$ cat src/rtl/sft_pkg.sv
package sft_pkg;
    // register interface: index/data port pair
    localparam logic       PORT_INDEX      = 1'b0;
    localparam logic       PORT_DATA       = 1'b1;
    localparam int         IDX_W           = 7;
    localparam int         NUM_FANS        = 2;
    // bank numbers
    localparam logic [2:0] BANK_MAIN       = 3'h0;
    localparam logic [2:0] BANK_PRIMARY    = 3'h1;
    localparam logic [2:0] BANK_AUX        = 3'h2;
    // register offsets, bank 0 unless noted
    localparam logic [6:0] OFS_BANK_SEL    = 7'h4e;
    localparam logic [6:0] OFS_CTRL_EN     = 7'h6b;
    localparam logic [6:0] OFS_STEP_DOWN   = 7'h0e;
    localparam logic [6:0] OFS_STEP_UP     = 7'h0f;
    localparam logic [6:0] OFS_KEEP_MIN    = 7'h12;
    localparam logic [6:0] OFS_SYS_TEMP    = 7'h27;
    localparam logic [6:0] OFS_SEL_A       = 7'h49;
    localparam logic [6:0] OFS_SEL_B       = 7'h4a;
    localparam logic [6:0] OFS_TEMP_WHOLE  = 7'h50;  // banks 1 and 2
    localparam logic [6:0] OFS_TEMP_HALF   = 7'h51;  // banks 1 and 2
    // per-fan offsets, index 0 = fan a, index 1 = fan b
    localparam logic [6:0] OFS_OUT   [NUM_FANS] = '{7'h03, 7'h61};
    localparam logic [6:0] OFS_TARGET[NUM_FANS] = '{7'h06, 7'h63};
    localparam logic [6:0] OFS_TOL   [NUM_FANS] = '{7'h07, 7'h62};
    localparam logic [6:0] OFS_STOPV [NUM_FANS] = '{7'h09, 7'h64};
    localparam logic [6:0] OFS_STOPT [NUM_FANS] = '{7'h0d, 7'h66};
    localparam logic [6:0] OFS_MAX   [NUM_FANS] = '{7'h67, 7'h69};
    localparam logic [6:0] OFS_STEP  [NUM_FANS] = '{7'h68, 7'h6a};
    // field positions
    localparam int         TOL_LSB   [NUM_FANS] = '{4, 0};
    localparam int         KEEP_BIT  [NUM_FANS] = '{4, 6};
    localparam int         SEL_LSB   [NUM_FANS] = '{0, 5};
    // sensor select encodings
    localparam logic [2:0] SENS_SYSTEM     = 3'h0;
    localparam logic [2:0] SENS_PRIMARY    = 3'h1;
    localparam logic [2:0] SENS_AUX        = 3'h2;
    // reset values
    localparam logic [7:0] OUT_STRAP_LO    = 8'h80;
    localparam logic [7:0] OUT_STRAP_HI    = 8'hff;
    localparam logic [7:0] RST_ZERO        = 8'h00;
    localparam logic [7:0] RST_MAX         = 8'hff;
    localparam logic [7:0] RST_STEP        = 8'h01;
    // step-time unit
    localparam int         CLK_MHZ         = 100;
    localparam int         STEP_UNIT_MS    = 100;
    localparam int         STEP_UNIT_CYC   = STEP_UNIT_MS * 1000 * CLK_MHZ;
endpackage

$ cat src/rtl/sft_fan_ctrl.sv
`timescale 1ns/1ps
module sft_fan_ctrl
    import sft_pkg::*;
#(
    parameter int TICK_CYCLES = STEP_UNIT_CYC          // clocks per step-time unit
) (
    input  wire logic       sys_clk,                   // system clock, 100 MHz
    input  wire logic       srst,                      // synchronous reset, high
    input  wire logic       host_wr,                   // write strobe, one cycle
    input  wire logic       host_rd,                   // read strobe, one cycle
    input  wire logic       host_port_sel,             // 0 index port, 1 data port
    input  wire logic [7:0] host_wdata,                // write data
    output logic      [7:0] host_rdata,                // read data, valid cycle after rd
    input  wire logic [7:0] system_temp_input,         // system sensor, whole degrees
    input  wire logic [8:0] primary_temp_input,        // primary sensor, msb whole, lsb half
    input  wire logic [8:0] auxiliary_temp_input,      // aux sensor, msb whole, lsb half
    input  wire logic       out_strap,                 // strap: 1 starts outputs at full
    output logic      [7:0] fan_output_a,              // fan a drive value
    output logic      [7:0] fan_output_b               // fan b drive value
);
    // refuse a prescaler that could never produce a tick
    if (TICK_CYCLES < 1) begin : g_bad_tick
        $error("TICK_CYCLES must be at least one");
    end

    // prescaler width, sized so the terminal count always fits
    localparam int TW = $clog2(TICK_CYCLES + 1);

    // limitation: one prescaler serves both fans, so their steps line up in time
    // shared state
    logic [6:0]    idx_q, idx_d;                       // index pointer
    logic [2:0]    bank_q, bank_d;                     // bank select
    logic [7:0]    rdata_q, rdata_d;                   // registered read data
    logic [7:0]    sdown_q, sdown_d;                   // step-down interval
    logic [7:0]    sup_q, sup_d;                       // step-up interval
    logic [7:0]    keep_q, keep_d;                     // keep-minimum enables
    logic [7:0]    sel_q[NUM_FANS], sel_d[NUM_FANS];   // sensor select registers
    logic [1:0]    en_q, en_d;                         // regulation enables
    logic [TW-1:0] pre_q, pre_d;                       // step-unit prescaler
    logic          tick;                               // one-cycle step-unit pulse
    logic          init_q, init_d;                     // strap sampled since reset
    logic          wr_data;                            // data port write
    // per-fan registers, written by software or stepped by hardware
    logic [7:0]    out_q[NUM_FANS];
    logic [7:0]    tgt_q[NUM_FANS];
    logic [7:0]    tol_q[NUM_FANS];
    logic [7:0]    stopv_q[NUM_FANS];
    logic [7:0]    stopt_q[NUM_FANS];
    logic [7:0]    max_q[NUM_FANS];
    logic [7:0]    step_q[NUM_FANS];

    // only data-port writes reach the register map; index writes move the pointer
    assign wr_data = host_wr && (host_port_sel == PORT_DATA);
    // one tick per step unit; every interval and stop time counts these
    assign tick    = (pre_q == TW'(TICK_CYCLES - 1));

    // true when the data port write hits a bank-0 index
    function automatic logic hit(input logic [6:0] ofs, input logic [6:0] idx, input logic [2:0] bnk,
                                 input logic we);
        hit = we && (bnk == BANK_MAIN) && (idx == ofs);
    endfunction

    // sensor select decoding, shared by both fans; unused codes fall back to system
    function automatic logic [7:0] pick_temp(input logic [2:0] sel, input logic [7:0] sys_t,
                                             input logic [8:0] pri_t, input logic [8:0] aux_t);
        case (sel)
            SENS_PRIMARY: pick_temp = pri_t[8:1];
            SENS_AUX:     pick_temp = aux_t[8:1];
            default:      pick_temp = sys_t;
        endcase
    endfunction

    // read mux over the banked map
    function automatic logic [7:0] read_reg(input logic [6:0] idx, input logic [2:0] bnk);
        read_reg = 8'h00;                              // unmapped reads give zero
        // banks 1 and 2 hold the two half-degree sensors
        if (bnk == BANK_PRIMARY) begin
            if (idx == OFS_TEMP_WHOLE) read_reg = primary_temp_input[8:1];
            if (idx == OFS_TEMP_HALF)  read_reg = {primary_temp_input[0], 7'h00};
        end else if (bnk == BANK_AUX) begin
            if (idx == OFS_TEMP_WHOLE) read_reg = auxiliary_temp_input[8:1];
            if (idx == OFS_TEMP_HALF)  read_reg = {auxiliary_temp_input[0], 7'h00};
        end else if (bnk == BANK_MAIN) begin
            // bank 0: configuration and per-fan registers
            if (idx == OFS_STEP_DOWN) read_reg = sdown_q;
            if (idx == OFS_STEP_UP)   read_reg = sup_q;
            if (idx == OFS_KEEP_MIN)  read_reg = keep_q;
            if (idx == OFS_SYS_TEMP)  read_reg = system_temp_input;
            if (idx == OFS_SEL_A)     read_reg = sel_q[0];
            if (idx == OFS_SEL_B)     read_reg = sel_q[1];
            if (idx == OFS_CTRL_EN)   read_reg = {6'h00, en_q};
            // per-fan registers sit at scattered offsets, so search both fans
            for (int f = 0; f < NUM_FANS; f++) begin
                if (idx == OFS_OUT[f])    read_reg = out_q[f];
                if (idx == OFS_TARGET[f]) read_reg = tgt_q[f];
                if (idx == OFS_TOL[f])    read_reg = tol_q[f];
                if (idx == OFS_STOPV[f])  read_reg = stopv_q[f];
                if (idx == OFS_STOPT[f])  read_reg = stopt_q[f];
                if (idx == OFS_MAX[f])    read_reg = max_q[f];
                if (idx == OFS_STEP[f])   read_reg = step_q[f];
            end
        end
    endfunction

    // shared registers: port, configuration, prescaler
    always_comb begin
        idx_d   = idx_q;
        bank_d  = bank_q;
        rdata_d = rdata_q;
        sdown_d = sdown_q;
        sup_d   = sup_q;
        keep_d  = keep_q;
        sel_d   = sel_q;
        en_d    = en_q;
        // the strap is taken on the first clock after reset, never during it
        init_d  = 1'b1;
        pre_d   = tick ? '0 : pre_q + TW'(1);
        // an index port write moves the pointer
        if (host_wr && host_port_sel == PORT_INDEX) begin
            idx_d = host_wdata[6:0];                   // bit 7 of the index port is reserved
        end
        // read data is captured once and held until the next read
        if (host_rd) begin
            rdata_d = (host_port_sel == PORT_INDEX) ? {1'b0, idx_q} : read_reg(idx_q, bank_q);
        end
        // the bank select lives in every bank so software can always get back
        if (wr_data && idx_q == OFS_BANK_SEL) bank_d = host_wdata[2:0];
        // bank-0 configuration writes
        if (hit(OFS_STEP_DOWN, idx_q, bank_q, wr_data)) sdown_d = host_wdata;
        if (hit(OFS_STEP_UP, idx_q, bank_q, wr_data))   sup_d = host_wdata;
        if (hit(OFS_KEEP_MIN, idx_q, bank_q, wr_data))  keep_d = host_wdata;
        if (hit(OFS_SEL_A, idx_q, bank_q, wr_data))     sel_d[0] = host_wdata;
        if (hit(OFS_SEL_B, idx_q, bank_q, wr_data))     sel_d[1] = host_wdata;
        if (hit(OFS_CTRL_EN, idx_q, bank_q, wr_data))   en_d = host_wdata[1:0];
    end

    // shared registers and prescaler; srst is sampled like any other input
    always_ff @(posedge sys_clk) begin
        if (srst) begin
            idx_q   <= '0;
            bank_q  <= BANK_MAIN;
            rdata_q <= RST_ZERO;
            sdown_q <= RST_ZERO;
            sup_q   <= RST_ZERO;
            keep_q  <= RST_ZERO;
            sel_q   <= '{RST_ZERO, RST_ZERO};
            en_q    <= 2'b00;                          // regulation off until software sets up
            init_q  <= 1'b0;
            pre_q   <= '0;
        end else begin
            idx_q   <= idx_d;
            bank_q  <= bank_d;
            rdata_q <= rdata_d;
            sdown_q <= sdown_d;
            sup_q   <= sup_d;
            keep_q  <= keep_d;
            sel_q   <= sel_d;
            en_q    <= en_d;
            init_q  <= init_d;
            pre_q   <= pre_d;
        end
    end

    // outputs come straight from flops, so the fan drive never glitches
    assign host_rdata   = rdata_q;
    assign fan_output_a = out_q[0];
    assign fan_output_b = out_q[1];

    // one regulator per fan output
    for (genvar f = 0; f < NUM_FANS; f++) begin : g_fan
        // next values of the software-visible per-fan registers
        logic [7:0] out_d, tgt_d, tol_d, stopv_d, stopt_d, max_d, step_d;
        logic [7:0] upc_q, upc_d, dnc_q, dnc_d, stc_q, stc_d;  // pacing and stop timers
        logic [7:0] temp;                                      // selected sensor, whole degrees
        logic [3:0] tol;                                       // tolerance field
        logic [8:0] hi_lim, lo_sum, up_sum;
        logic       hot, cold;

        // whole degrees only: the half-degree bit would make the loop chatter
        assign temp   = pick_temp(sel_q[f][SEL_LSB[f] +: 3], system_temp_input,
                                  primary_temp_input, auxiliary_temp_input);
        assign tol    = tol_q[f][TOL_LSB[f] +: 4];
        // nine-bit sums keep the band edges from wrapping at 255
        assign hi_lim = {1'b0, tgt_q[f]} + {5'h00, tol};
        assign lo_sum = {1'b0, temp} + {5'h00, tol};
        // step-up result before the clamp to the maximum
        assign up_sum = {1'b0, out_q[f]} + {1'b0, step_q[f]};
        // strictly above the band edge; equal counts as in band
        assign hot    = {1'b0, temp} > hi_lim;
        // compared as temp + tol < target so nothing wraps below zero
        assign cold   = lo_sum < {1'b0, tgt_q[f]};

        // regulator: at most one up or down step per tick, gated by pacing counters; turn-off follows the stop timer unless the keep-minimum bit is set
        // a disabled fan freezes its output and target, so software owns them
        always_comb begin
            out_d   = out_q[f];
            tgt_d   = tgt_q[f];
            tol_d   = tol_q[f];
            stopv_d = stopv_q[f];
            stopt_d = stopt_q[f];
            max_d   = max_q[f];
            step_d  = step_q[f];
            // pacing counters saturate so a long wait never wraps back to zero
            upc_d   = (tick && upc_q != 8'hff) ? upc_q + 8'h01 : upc_q;
            dnc_d   = (tick && dnc_q != 8'hff) ? dnc_q + 8'h01 : dnc_q;
            stc_d   = stc_q;
            if (!init_q) begin
                // first clock after reset: load the strapped start value
                out_d = out_strap ? OUT_STRAP_HI : OUT_STRAP_LO;
            end else if (!en_q[f]) begin
                // regulation off: keep the counters clean for a fresh start
                upc_d = 8'h00;
                dnc_d = 8'h00;
                stc_d = 8'h00;
            end else if (hot) begin
                // too hot: the down and stop timers restart from zero
                dnc_d = 8'h00;
                stc_d = 8'h00;
                // step only when paced and still below the maximum
                if (tick && upc_q >= sup_q && out_q[f] < max_q[f]) begin
                    out_d = (up_sum > {1'b0, max_q[f]}) ? max_q[f] : up_sum[7:0];
                    tgt_d = hi_lim[8] ? 8'hff : hi_lim[7:0];
                    upc_d = 8'h00;
                end
            end else if (cold) begin
                // too cold: no upward pacing survives a cold spell
                upc_d = 8'h00;
                if (out_q[f] > stopv_q[f]) begin
                    stc_d = 8'h00;
                    // step only once the down interval has passed
                    if (tick && dnc_q >= sdown_q) begin
                        // never step below the stop value in one move
                        out_d = (out_q[f] - stopv_q[f] > step_q[f]) ?
                                out_q[f] - step_q[f] : stopv_q[f];
                        tgt_d = tgt_q[f] - {4'h0, tol};
                        dnc_d = 8'h00;
                    end
                end else if (!keep_q[KEEP_BIT[f]] && out_q[f] != 8'h00) begin
                    // parked at the stop value: wait out the stop time, then turn off
                    if (tick) stc_d = stc_q + 8'h01;
                    // a stop time of zero turns the fan off on the next clock
                    if (stc_q >= stopt_q[f]) begin
                        out_d = 8'h00;
                        stc_d = 8'h00;
                    end
                end
            end else begin
                // in band: hold the output and restart every timer
                upc_d = 8'h00;
                dnc_d = 8'h00;
                stc_d = 8'h00;
            end
            // software writes win over the regulator in the same cycle
            if (hit(OFS_OUT[f], idx_q, bank_q, wr_data))    out_d = host_wdata;
            if (hit(OFS_TARGET[f], idx_q, bank_q, wr_data)) tgt_d = host_wdata;
            if (hit(OFS_TOL[f], idx_q, bank_q, wr_data))    tol_d = host_wdata;
            if (hit(OFS_STOPV[f], idx_q, bank_q, wr_data))  stopv_d = host_wdata;
            if (hit(OFS_STOPT[f], idx_q, bank_q, wr_data))  stopt_d = host_wdata;
            if (hit(OFS_MAX[f], idx_q, bank_q, wr_data))    max_d = host_wdata;
            if (hit(OFS_STEP[f], idx_q, bank_q, wr_data))   step_d = host_wdata;
        end

        // per-fan registers; max and step reset to usable values so an unset fan still moves
        always_ff @(posedge sys_clk) begin
            if (srst) begin
                out_q[f]   <= OUT_STRAP_LO;
                tgt_q[f]   <= RST_ZERO;
                tol_q[f]   <= RST_ZERO;
                stopv_q[f] <= RST_ZERO;
                stopt_q[f] <= RST_ZERO;
                max_q[f]   <= RST_MAX;
                step_q[f]  <= RST_STEP;
                upc_q      <= 8'h00;
                dnc_q      <= 8'h00;
                stc_q      <= 8'h00;
            end else begin
                out_q[f]   <= out_d;
                tgt_q[f]   <= tgt_d;
                tol_q[f]   <= tol_d;
                stopv_q[f] <= stopv_d;
                stopt_q[f] <= stopt_d;
                max_q[f]   <= max_d;
                step_q[f]  <= step_d;
                upc_q      <= upc_d;
                dnc_q      <= dnc_d;
                stc_q      <= stc_d;
            end
        end
    end
endmodule

$ cat config.mk
export PLATFORM = sky130hd
export DESIGN_NAME = sft_fan_ctrl
export DESIGN_NICKNAME = d
export VERILOG_FILES = /design/src/rtl/sft_pkg.sv /design/src/rtl/sft_fan_ctrl.sv
export SDC_FILE = /design/constraint.sdc
export NUM_CORES = 1
export LEC_CHECK = 0
export ABC_AREA = 1
export BUFFER_PORTS_ARGS = -buffer_cell sky130_fd_sc_hd__buf_2
export CAP_MARGIN = 25
export CORE_MARGIN = 1
export CORE_UTILIZATION = 40
export DETAILED_ROUTE_END_ITERATION = 8
export HOLD_SLACK_MARGIN = 0.15
export REMOVE_ABC_BUFFERS = 1
export SLEW_MARGIN = 15
export SYNTH_ARGS = -nofsm -noshare
export SYNTH_HDL_FRONTEND = slang
export SYNTH_SLANG_ARGS = --single-unit
$ cat constraint.sdc
create_clock -name sys_clk -period 4.7 [get_ports sys_clk]
set_clock_uncertainty 0.05 [all_clocks]
set_input_delay 0 -clock sys_clk [delete_from_list [all_inputs] [get_ports sys_clk]]
set_output_delay 0 -clock sys_clk [all_outputs]
set_load 0.01 [all_outputs]
Word level (Yosys, flattened, before mapping)
Memory sizes are Yosys's and may differ from the RTL's.
Index checks and enable logic that the tools add are counted.
Storage, ports and cells
  output and inout port bits: 24
  input bits: 40
  memories: 7
  bits in registers: 133
  word-level logic and storage cells: 298
  bits in writable memories: 112
Memories
  max_q: words 2, bits a word 8, read ports 2, clocked after memory_dff 0, write ports 2, line sft_fan_ctrl.sv:49  | logic [7:0] max_q[NUM_FANS];
  out_q: words 2, bits a word 8, read ports 2, clocked after memory_dff 0, write ports 2, line sft_fan_ctrl.sv:44  | logic [7:0] out_q[NUM_FANS];
  step_q: words 2, bits a word 8, read ports 2, clocked after memory_dff 0, write ports 2, line sft_fan_ctrl.sv:50  | logic [7:0] step_q[NUM_FANS];
  stopt_q: words 2, bits a word 8, read ports 2, clocked after memory_dff 0, write ports 2, line sft_fan_ctrl.sv:48  | logic [7:0] stopt_q[NUM_FANS];
  stopv_q: words 2, bits a word 8, read ports 2, clocked after memory_dff 0, write ports 2, line sft_fan_ctrl.sv:47  | logic [7:0] stopv_q[NUM_FANS];
  tgt_q: words 2, bits a word 8, read ports 2, clocked after memory_dff 0, write ports 2, line sft_fan_ctrl.sv:45  | logic [7:0] tgt_q[NUM_FANS];
  +1 memories
Cells by class
  add/sub/neg operators: 19
  equality and inequality tests: 39
  mux-type cells: 139
  magnitude comparators: 18
  reduce and logical (&&, ||, !) cells: 44
  bitwise gates (word level): 15
Operator list (number)
  $mux 8: 133
  $eq 7x7->1 const B: 15
  $add 8x1->8 const B: 6
  $ge 8x8->1: 6
  $add 8x4->9: 4
  $logic_and 1x1->1: 36
  $gt 8x8->1: 4
  $ne 8x8->1 const B: 4
  $pmux 8 s2: 2
  $sub 8x8->8: 4
  $eq 7x4->1 const B: 4
  $add 24x1->24 const B: 1
  $eq 24x24->1 const B: 1
  $add 8x8->9: 2
  $gt 8x9->1: 2
  $gt 9x8->1: 2
  $lt 9x8->1: 2
  $lt 8x8->1: 2
  $reduce_bool 8->1: 2
  $sub 8x4->8: 2
  $eq 7x3->1 const B: 2
  $or 1x1->1: 14
  $ne 6x4->1 const B: 2
  $ne 5x3->1 const B: 2
  12 further kinds: 20

Logic depth before layout (Yosys ltp)
  word-level depth: 26
  gate-level depth with buffers: 32
  gate-level depth less buffers: 32

Least setup slack after synthesis
No wires, ideal clock.
  kind: reg-to-reg
  from: reg sel_q[9] (netlist bit)
  to: mem tgt_q[0][2]
  slack: 1.077 ns
  stages on the path, launching flop included: 31
  data arrival time: 3.499 ns
  library setup time: 0.074 ns
  required time: 4.576 ns
  path through: dfxtp_1 -> inv_1 -> nor2_1 -> nand2_2 -> nand2_1 -> inv_2 -> a21oi_1 -> inv_1 -> ha_1 -> inv_1 -> fa_1 -> nor2_1 -> a211oi_1 -> xnor2_1 -> inv_1 -> ha_1 -> nand2_1 -> nor2_1 -> nor2_1 -> o211ai_1 -> nand3_1 -> nand2_1 -> o21ai_0 -> nand3_1 -> nand2_1 -> nand4_1 -> a21oi_2 -> nor2_2 -> inv_2 -> o21ai_1 -> a31oi_1
RTL lines
  from (decl): line sft_fan_ctrl.sv:37  | logic [7:0] sel_q[NUM_FANS], sel_d[NUM_FANS];
  from (signal assigned): line sft_fan_ctrl.sv:146  | sel_q <= '{RST_ZERO, RST_ZERO};
  from (signal assigned): line sft_fan_ctrl.sv:157  | sel_q <= sel_d;
  to (decl): line sft_fan_ctrl.sv:45

Final worst setup path
  from: reg idx_q[6]
  to: reg rdata_q[6], in the netlist host_rdata[6]
Between the ends
  cells in the longest elaborated chain, start to end: 26
RTL lines
  from (decl): line sft_fan_ctrl.sv:31  | logic [6:0] idx_q, idx_d;
  from (signal assigned): line sft_fan_ctrl.sv:151  | idx_q <= idx_d;
  $eq 7x4->1: line sft_fan_ctrl.sv:85  | if (idx == OFS_STEP_DOWN) read_reg = sdown_q;
  $mux 8: line sft_fan_ctrl.sv:85
  $mux 8: line sft_fan_ctrl.sv:86  | if (idx == OFS_STEP_UP) read_reg = sup_q;
  $mux 8: line sft_fan_ctrl.sv:87  | if (idx == OFS_KEEP_MIN) read_reg = keep_q;
  $mux 8: line sft_fan_ctrl.sv:88  | if (idx == OFS_SYS_TEMP) read_reg = system_temp_input;
  $mux 8: line sft_fan_ctrl.sv:89  | if (idx == OFS_SEL_A) read_reg = sel_q[0];
  $mux 8: line sft_fan_ctrl.sv:90  | if (idx == OFS_SEL_B) read_reg = sel_q[1];
  $mux 8: line sft_fan_ctrl.sv:91  | if (idx == OFS_CTRL_EN) read_reg = {6'h00, en_q};
  (+10 left out)
  $mux 8: line sft_fan_ctrl.sv:97  | if (idx == OFS_STOPV[f]) read_reg = stopv_q[f];
  $mux 8: line sft_fan_ctrl.sv:98  | if (idx == OFS_STOPT[f]) read_reg = stopt_q[f];
  $mux 8: line sft_fan_ctrl.sv:99  | if (idx == OFS_MAX[f]) read_reg = max_q[f];
  $mux 8: line sft_fan_ctrl.sv:100  | if (idx == OFS_STEP[f]) read_reg = step_q[f];
  $mux 8: line sft_fan_ctrl.sv:83  | end else if (bnk == BANK_MAIN) begin
  $mux 8: line sft_fan_ctrl.sv:80  | end else if (bnk == BANK_AUX) begin
  $mux 8: line sft_fan_ctrl.sv:77  | if (bnk == BANK_PRIMARY) begin
  $mux 8 *: line sft_fan_ctrl.sv:124  | rdata_d = (host_port_sel == PORT_INDEX) ? {1'b0, idx_q} : read_reg(idx_q, bank_q);
  to (signal assigned): line sft_fan_ctrl.sv:153  | rdata_q <= rdata_d;
  to (decl): line sft_fan_ctrl.sv:33  | logic [7:0] rdata_q, rdata_d;
Every way passes the cells marked *; elsewhere a longest branch is shown, timed or not.
A chain may end at the register's enable or synchronous reset.

==> flow_summary_export.csv <==
group,metric,value,unit
timing,final.setup.worst_slack,0.111,ns
clock_network,clock-sinks,245,
timing,finalHoldViolations,0,
clock_network,clkTransAtPathRegs,0.07,ns
synth,synth_edf_count,0,
synth,postSynthAreaPerCell,6.87,sq um
run_status,status,"finished clean",
setup_path,critPathLaunchType,"flip-flop",
worst_hold_path,holdPathStages,4,
global_route,grt_pass1_vias,18215,
detailed_routing,drt_first_pass_iters,6,
floorplanning,placementRows,78,
setup_path,r2r_cells,22,
setup_path,rrSetupSlack,0.11,ns
clock_network,clk_path_buf_depth,3,
clock_network,clkLatencyLatePin,0.59,ns
power_and_ir_drop,leakage,9.24,nW
layout,stdcell_count,3416,
global_route,grt_max_degree,66,
floorplanning,die_y,217,um
synth,synthDistinctLibCells,65,
timing,setup_tns,0,ns
synth,ys_seq_area_share,26.5,%
timing,tightestPinTransition,1.02,ns
detailed_routing,via_per_inst,5.55,
setup_path,r2r_end,"host_rdata[6]$_SDFFE_PP0P_",
floorplanning,core,45500,sq um
layout,fill_cells,4703,
clock_network,cts_tree,"built",
synth,synthFlopType,"dfxtp_1",
worst_hold_path,hold_end,"idx_q[6]$_SDFFE_PP0P_",
power_and_ir_drop,power.density,260,nW/um^2
placed_design,place_inst,3312,
timing,min_period_over_period,97.6,%
timing,rsz0062_at_grt,"true",
synth,ys_ff_latch,245,
timing,relSlewSlack,31.5,%
setup_path,r2r_start,"idx_q[6]$_SDFFE_PP0P_",
floorplanning,initial_core_util,40.7,%
synth,synth_cells,2690,
worst_hold_path,worstHoldPathType,"input pin to flip-flop",
placed_design,gp_congestion,0.967,
timing,drv_slew,0,
detailed_routing,drtIter0Drc,1512,
setup_path,crit_path_end_kind,"flip-flop",
synth,synth_warnings,0,
clock_network,cts_root_buffer,"clkbuf_16",
layout,area_growth,14.0,%
detailed_routing,drc,0,
layout,fin_area,21100,sq um
timing,setup_viol_count_final,0,
timing,fin_crit,4.59,ns
synth,mappedNetlistArea,18500,sq um
timing,fmax,218,MHz
detailed_routing,wirelength,65.0,mm
layout,multi_input_area,11800,sq um
global_route,antenna_found_initial,0,
power_and_ir_drop,irDropWorstVdd,0.264,mV
detailed_routing,detail-route-antenna-nets,0,
detailed_routing,wire_per_inst,19.0,um
floorplanning,die_w,217,um
setup_path,cp.required,5.13,ns
global_route,grt_pass1_wl,101,mm
placed_design,postPlaceCellArea,19500,sq um
worst_hold_path,worstHoldStart,"host_port_sel",
global_route,gr-total-overflow,0,
clock_network,h-tree-depth,1,
global_route,track_usage,27.2,%
layout,fin_nets,3046,
layout,antenna_cells,0,
setup_path,crit_fanout,9,
setup_path,critPathKind,"flip-flop to flip-flop",
floorplanning,die_area,47100,sq um
layout,drive_gt1_share,9.94,%
layout,final-seq-area,4910,sq um
floorplanning,io_pins,64,
flow_run,drv_cap,0,
detailed_routing,vias,18970,
placed_design,pre_cts_slack,0.238,ns
clock_network,numCtsBuffers,30,
synth,synthArstFlopShare,0,%
placed_design,io_buffers,63,
placed_design,hpwl,49.4,mm
setup_path,critical_path_arrival,5.02,ns
-- cells by family (layout without fill, tap and decap cells) --
group / after synthesis / count (layout) / synth area share, %
AOI/OAI and AO/OA: 727 / 727 / 21.7
xor gates and xnor gates: 79 / 79 / 3.74
adders and majority gates: 213 / 213 / 14.9
buffers and inverters: 490 / 616 / 10.0
DFF: 245 / 245 / 26.5
and+or+nand+nor: 936 / 936 / 23.1
-- what timing repair did --
item,in CTS,in global routing
buffers inserted,0,6
gates resized for setup,0,39
hold buffers,43,0
setup endpoints to repair,0,30
hold endpoints to repair,87,0
-- state kept, by name (all words and copies together), names as in the netlist, 16 cells and up --
name,cells
pre_q,24
g_fan.dnc_q,16
g_fan.stc_q,16
g_fan.upc_q,16
max_q,16
out_q,16
sel_q,16
step_q,16
stopt_q,16
stopv_q,16
tgt_q,16
tol_q,16
-- metal layers --
| metal | GRT usage (%) | vias up | wire, um |
|---|---|---|---|
| li1 | - | 9250 | - |
| met1 | 35.4 | 8905 | 27900 |
| met2 | 45.7 | 658 | 30000 |
| met3 | 3.44 | 157 | 4520 |
| met4 | 10.4 | 0 | 2550 |
| met5 | 0 | - | 0 |
-- critical path, stage by stage (launching register included) --
cell and delay, ns:
dfxtp_2 0.40, inv_2 0.12, nand3_4 0.19, nor2_4 0.11
nand2_1 0.07, o21ai_1 0.13, nor2_1 0.17, o21bai_1 0.08
nand2_1 0.08, nand4_1 0.17, nor2_1 0.19, nand4_1 0.21
nor2_2 0.17, nand4_1 0.12, nand2_1 0.08, nand2_1 0.09
nand2_1 0.14, nand3_1 0.08, dlygate4sd3_1 0.56, nand2_1 0.07
dlygate4sd3_1 0.55, a21oi_1 0.05, dlygate4sd3_1 0.58
-- layout by cell type, fill, tap and decap left out, types with 6 or more instances in the layout --
cell type	n
nor3_1	29
o21bai_1	10
nand3_1	93
xor2_1	57
xnor2_1	22
nor3b_1	9
a31oi_1	10
inv_1	389
clkbuf_1	8
nor2_4	12
o22ai_1	19
nand2_1	483
buf_4	33
dfxtp_1	242
clkinv_2	7
o221ai_1	11
o21ai_1	16
nand3_2	10
dlygate4sd3_1	43
nand2_2	14
clkbuf_16	31
nand4_1	56
nor3_2	7
nor4_1	7
a21boi_0	6
ha_1	201
inv_2	29
o211ai_1	33
o21ai_0	249
a21oi_1	322
buf_2	63
a32oi_1	6
fa_1	12
nor2_1	162
or2_2	9
nor2_2	23
-- power by group --
| group | internal, mW | switching [mW] | total (mW) |
|---|---|---|---|
| Sequential | 2.10 | 0.0565 | 2.16 |
| Clock | 1.42 | 0.986 | 2.40 |
| Combinational | 0.324 | 0.601 | 0.925 |
| Total | 3.84 | 1.64 | 5.49 |
-- cells in the mapped netlist, drive strengths merged, types with 4 or more instances --
| library cell | instances | area (sq um) |
|---|---|---|
| a211oi | 7 | 57.6 |
| a21boi | 6 | 45.0 |
| a21o | 4 | 30.0 |
| a21oi | 327 | 1650 |
| a22oi | 5 | 37.5 |
| a31oi | 11 | 75.1 |
| a32oi | 6 | 52.6 |
| buf | 12 | 58.8 |
| clkbuf | 57 | 215 |
| dfxtp | 245 | 4900 |
| fa | 12 | 240 |
| ha | 201 | 2510 |
| inv | 419 | 1570 |
| nand2 | 498 | 1900 |
| nand3 | 105 | 581 |
| nand3b | 4 | 42.5 |
| nand4 | 56 | 350 |
| nor2 | 197 | 840 |
| nor3 | 38 | 241 |
| nor3b | 12 | 105 |
| nor4 | 12 | 115 |
| o211ai | 33 | 248 |
| o21ai | 267 | 1340 |
| o21bai | 10 | 75.1 |
| o221ai | 12 | 111 |
| o22ai | 19 | 119 |
| or2 | 10 | 62.6 |
| xnor2 | 22 | 193 |
| xor2 | 57 | 499 |
-- how the worst max path moves through the flow --
stage	cells after the start	start	slack [ns]	end
2_1_floorplan	21	tol_q[1][1]$_SDFFE_PP0P_	0.90	out_q[1][7]$_SDFFE_PP1P_
3_3_place_gp	30	sel_q[9]$_SDFFE_PP0P_	0.37	g_fan[0].stc_q[3]$_SDFFE_PP0P_
3_5_place_dp	30	sel_q[9]$_SDFFE_PP0P_	0.24	g_fan[0].stc_q[5]$_SDFFE_PP0P_
4_1_cts	24	idx_q[0]$_SDFFE_PP0P_	0.02	host_rdata[0]$_SDFFE_PP0P_
5_1_grt	23	idx_q[3]$_SDFFE_PP0P_	-0.03	host_rdata[6]$_SDFFE_PP0P_
6_report	22	idx_q[6]$_SDFFE_PP0P_	0.11	host_rdata[6]$_SDFFE_PP0P_
-- stage by stage --
step	util, %	power, mW	hold slack [ns]
5_1_grt	46.3	5.71	0.311
4_1_cts	46.0	5.49	0.210
3_5_place_dp	42.9	3.07	0.346
2_1_floorplan	-	2.76	0.0191
6_report	46.3	5.49	0.258
3_3_place_gp	42.9	3.06	0.329
-- area by class of cell --
class                   instances  share of cell area (%)
inverters                     421                    7.51
clock inverters                13                   0.706
multi-input cells            1955                    56.1
well taps                     600                    3.56
flip-flops and latches        245                    23.3
clock buffers                  42                    4.02
repair buffers                140                    4.77
No activity file was read; power rests on OpenSTA's default activity.
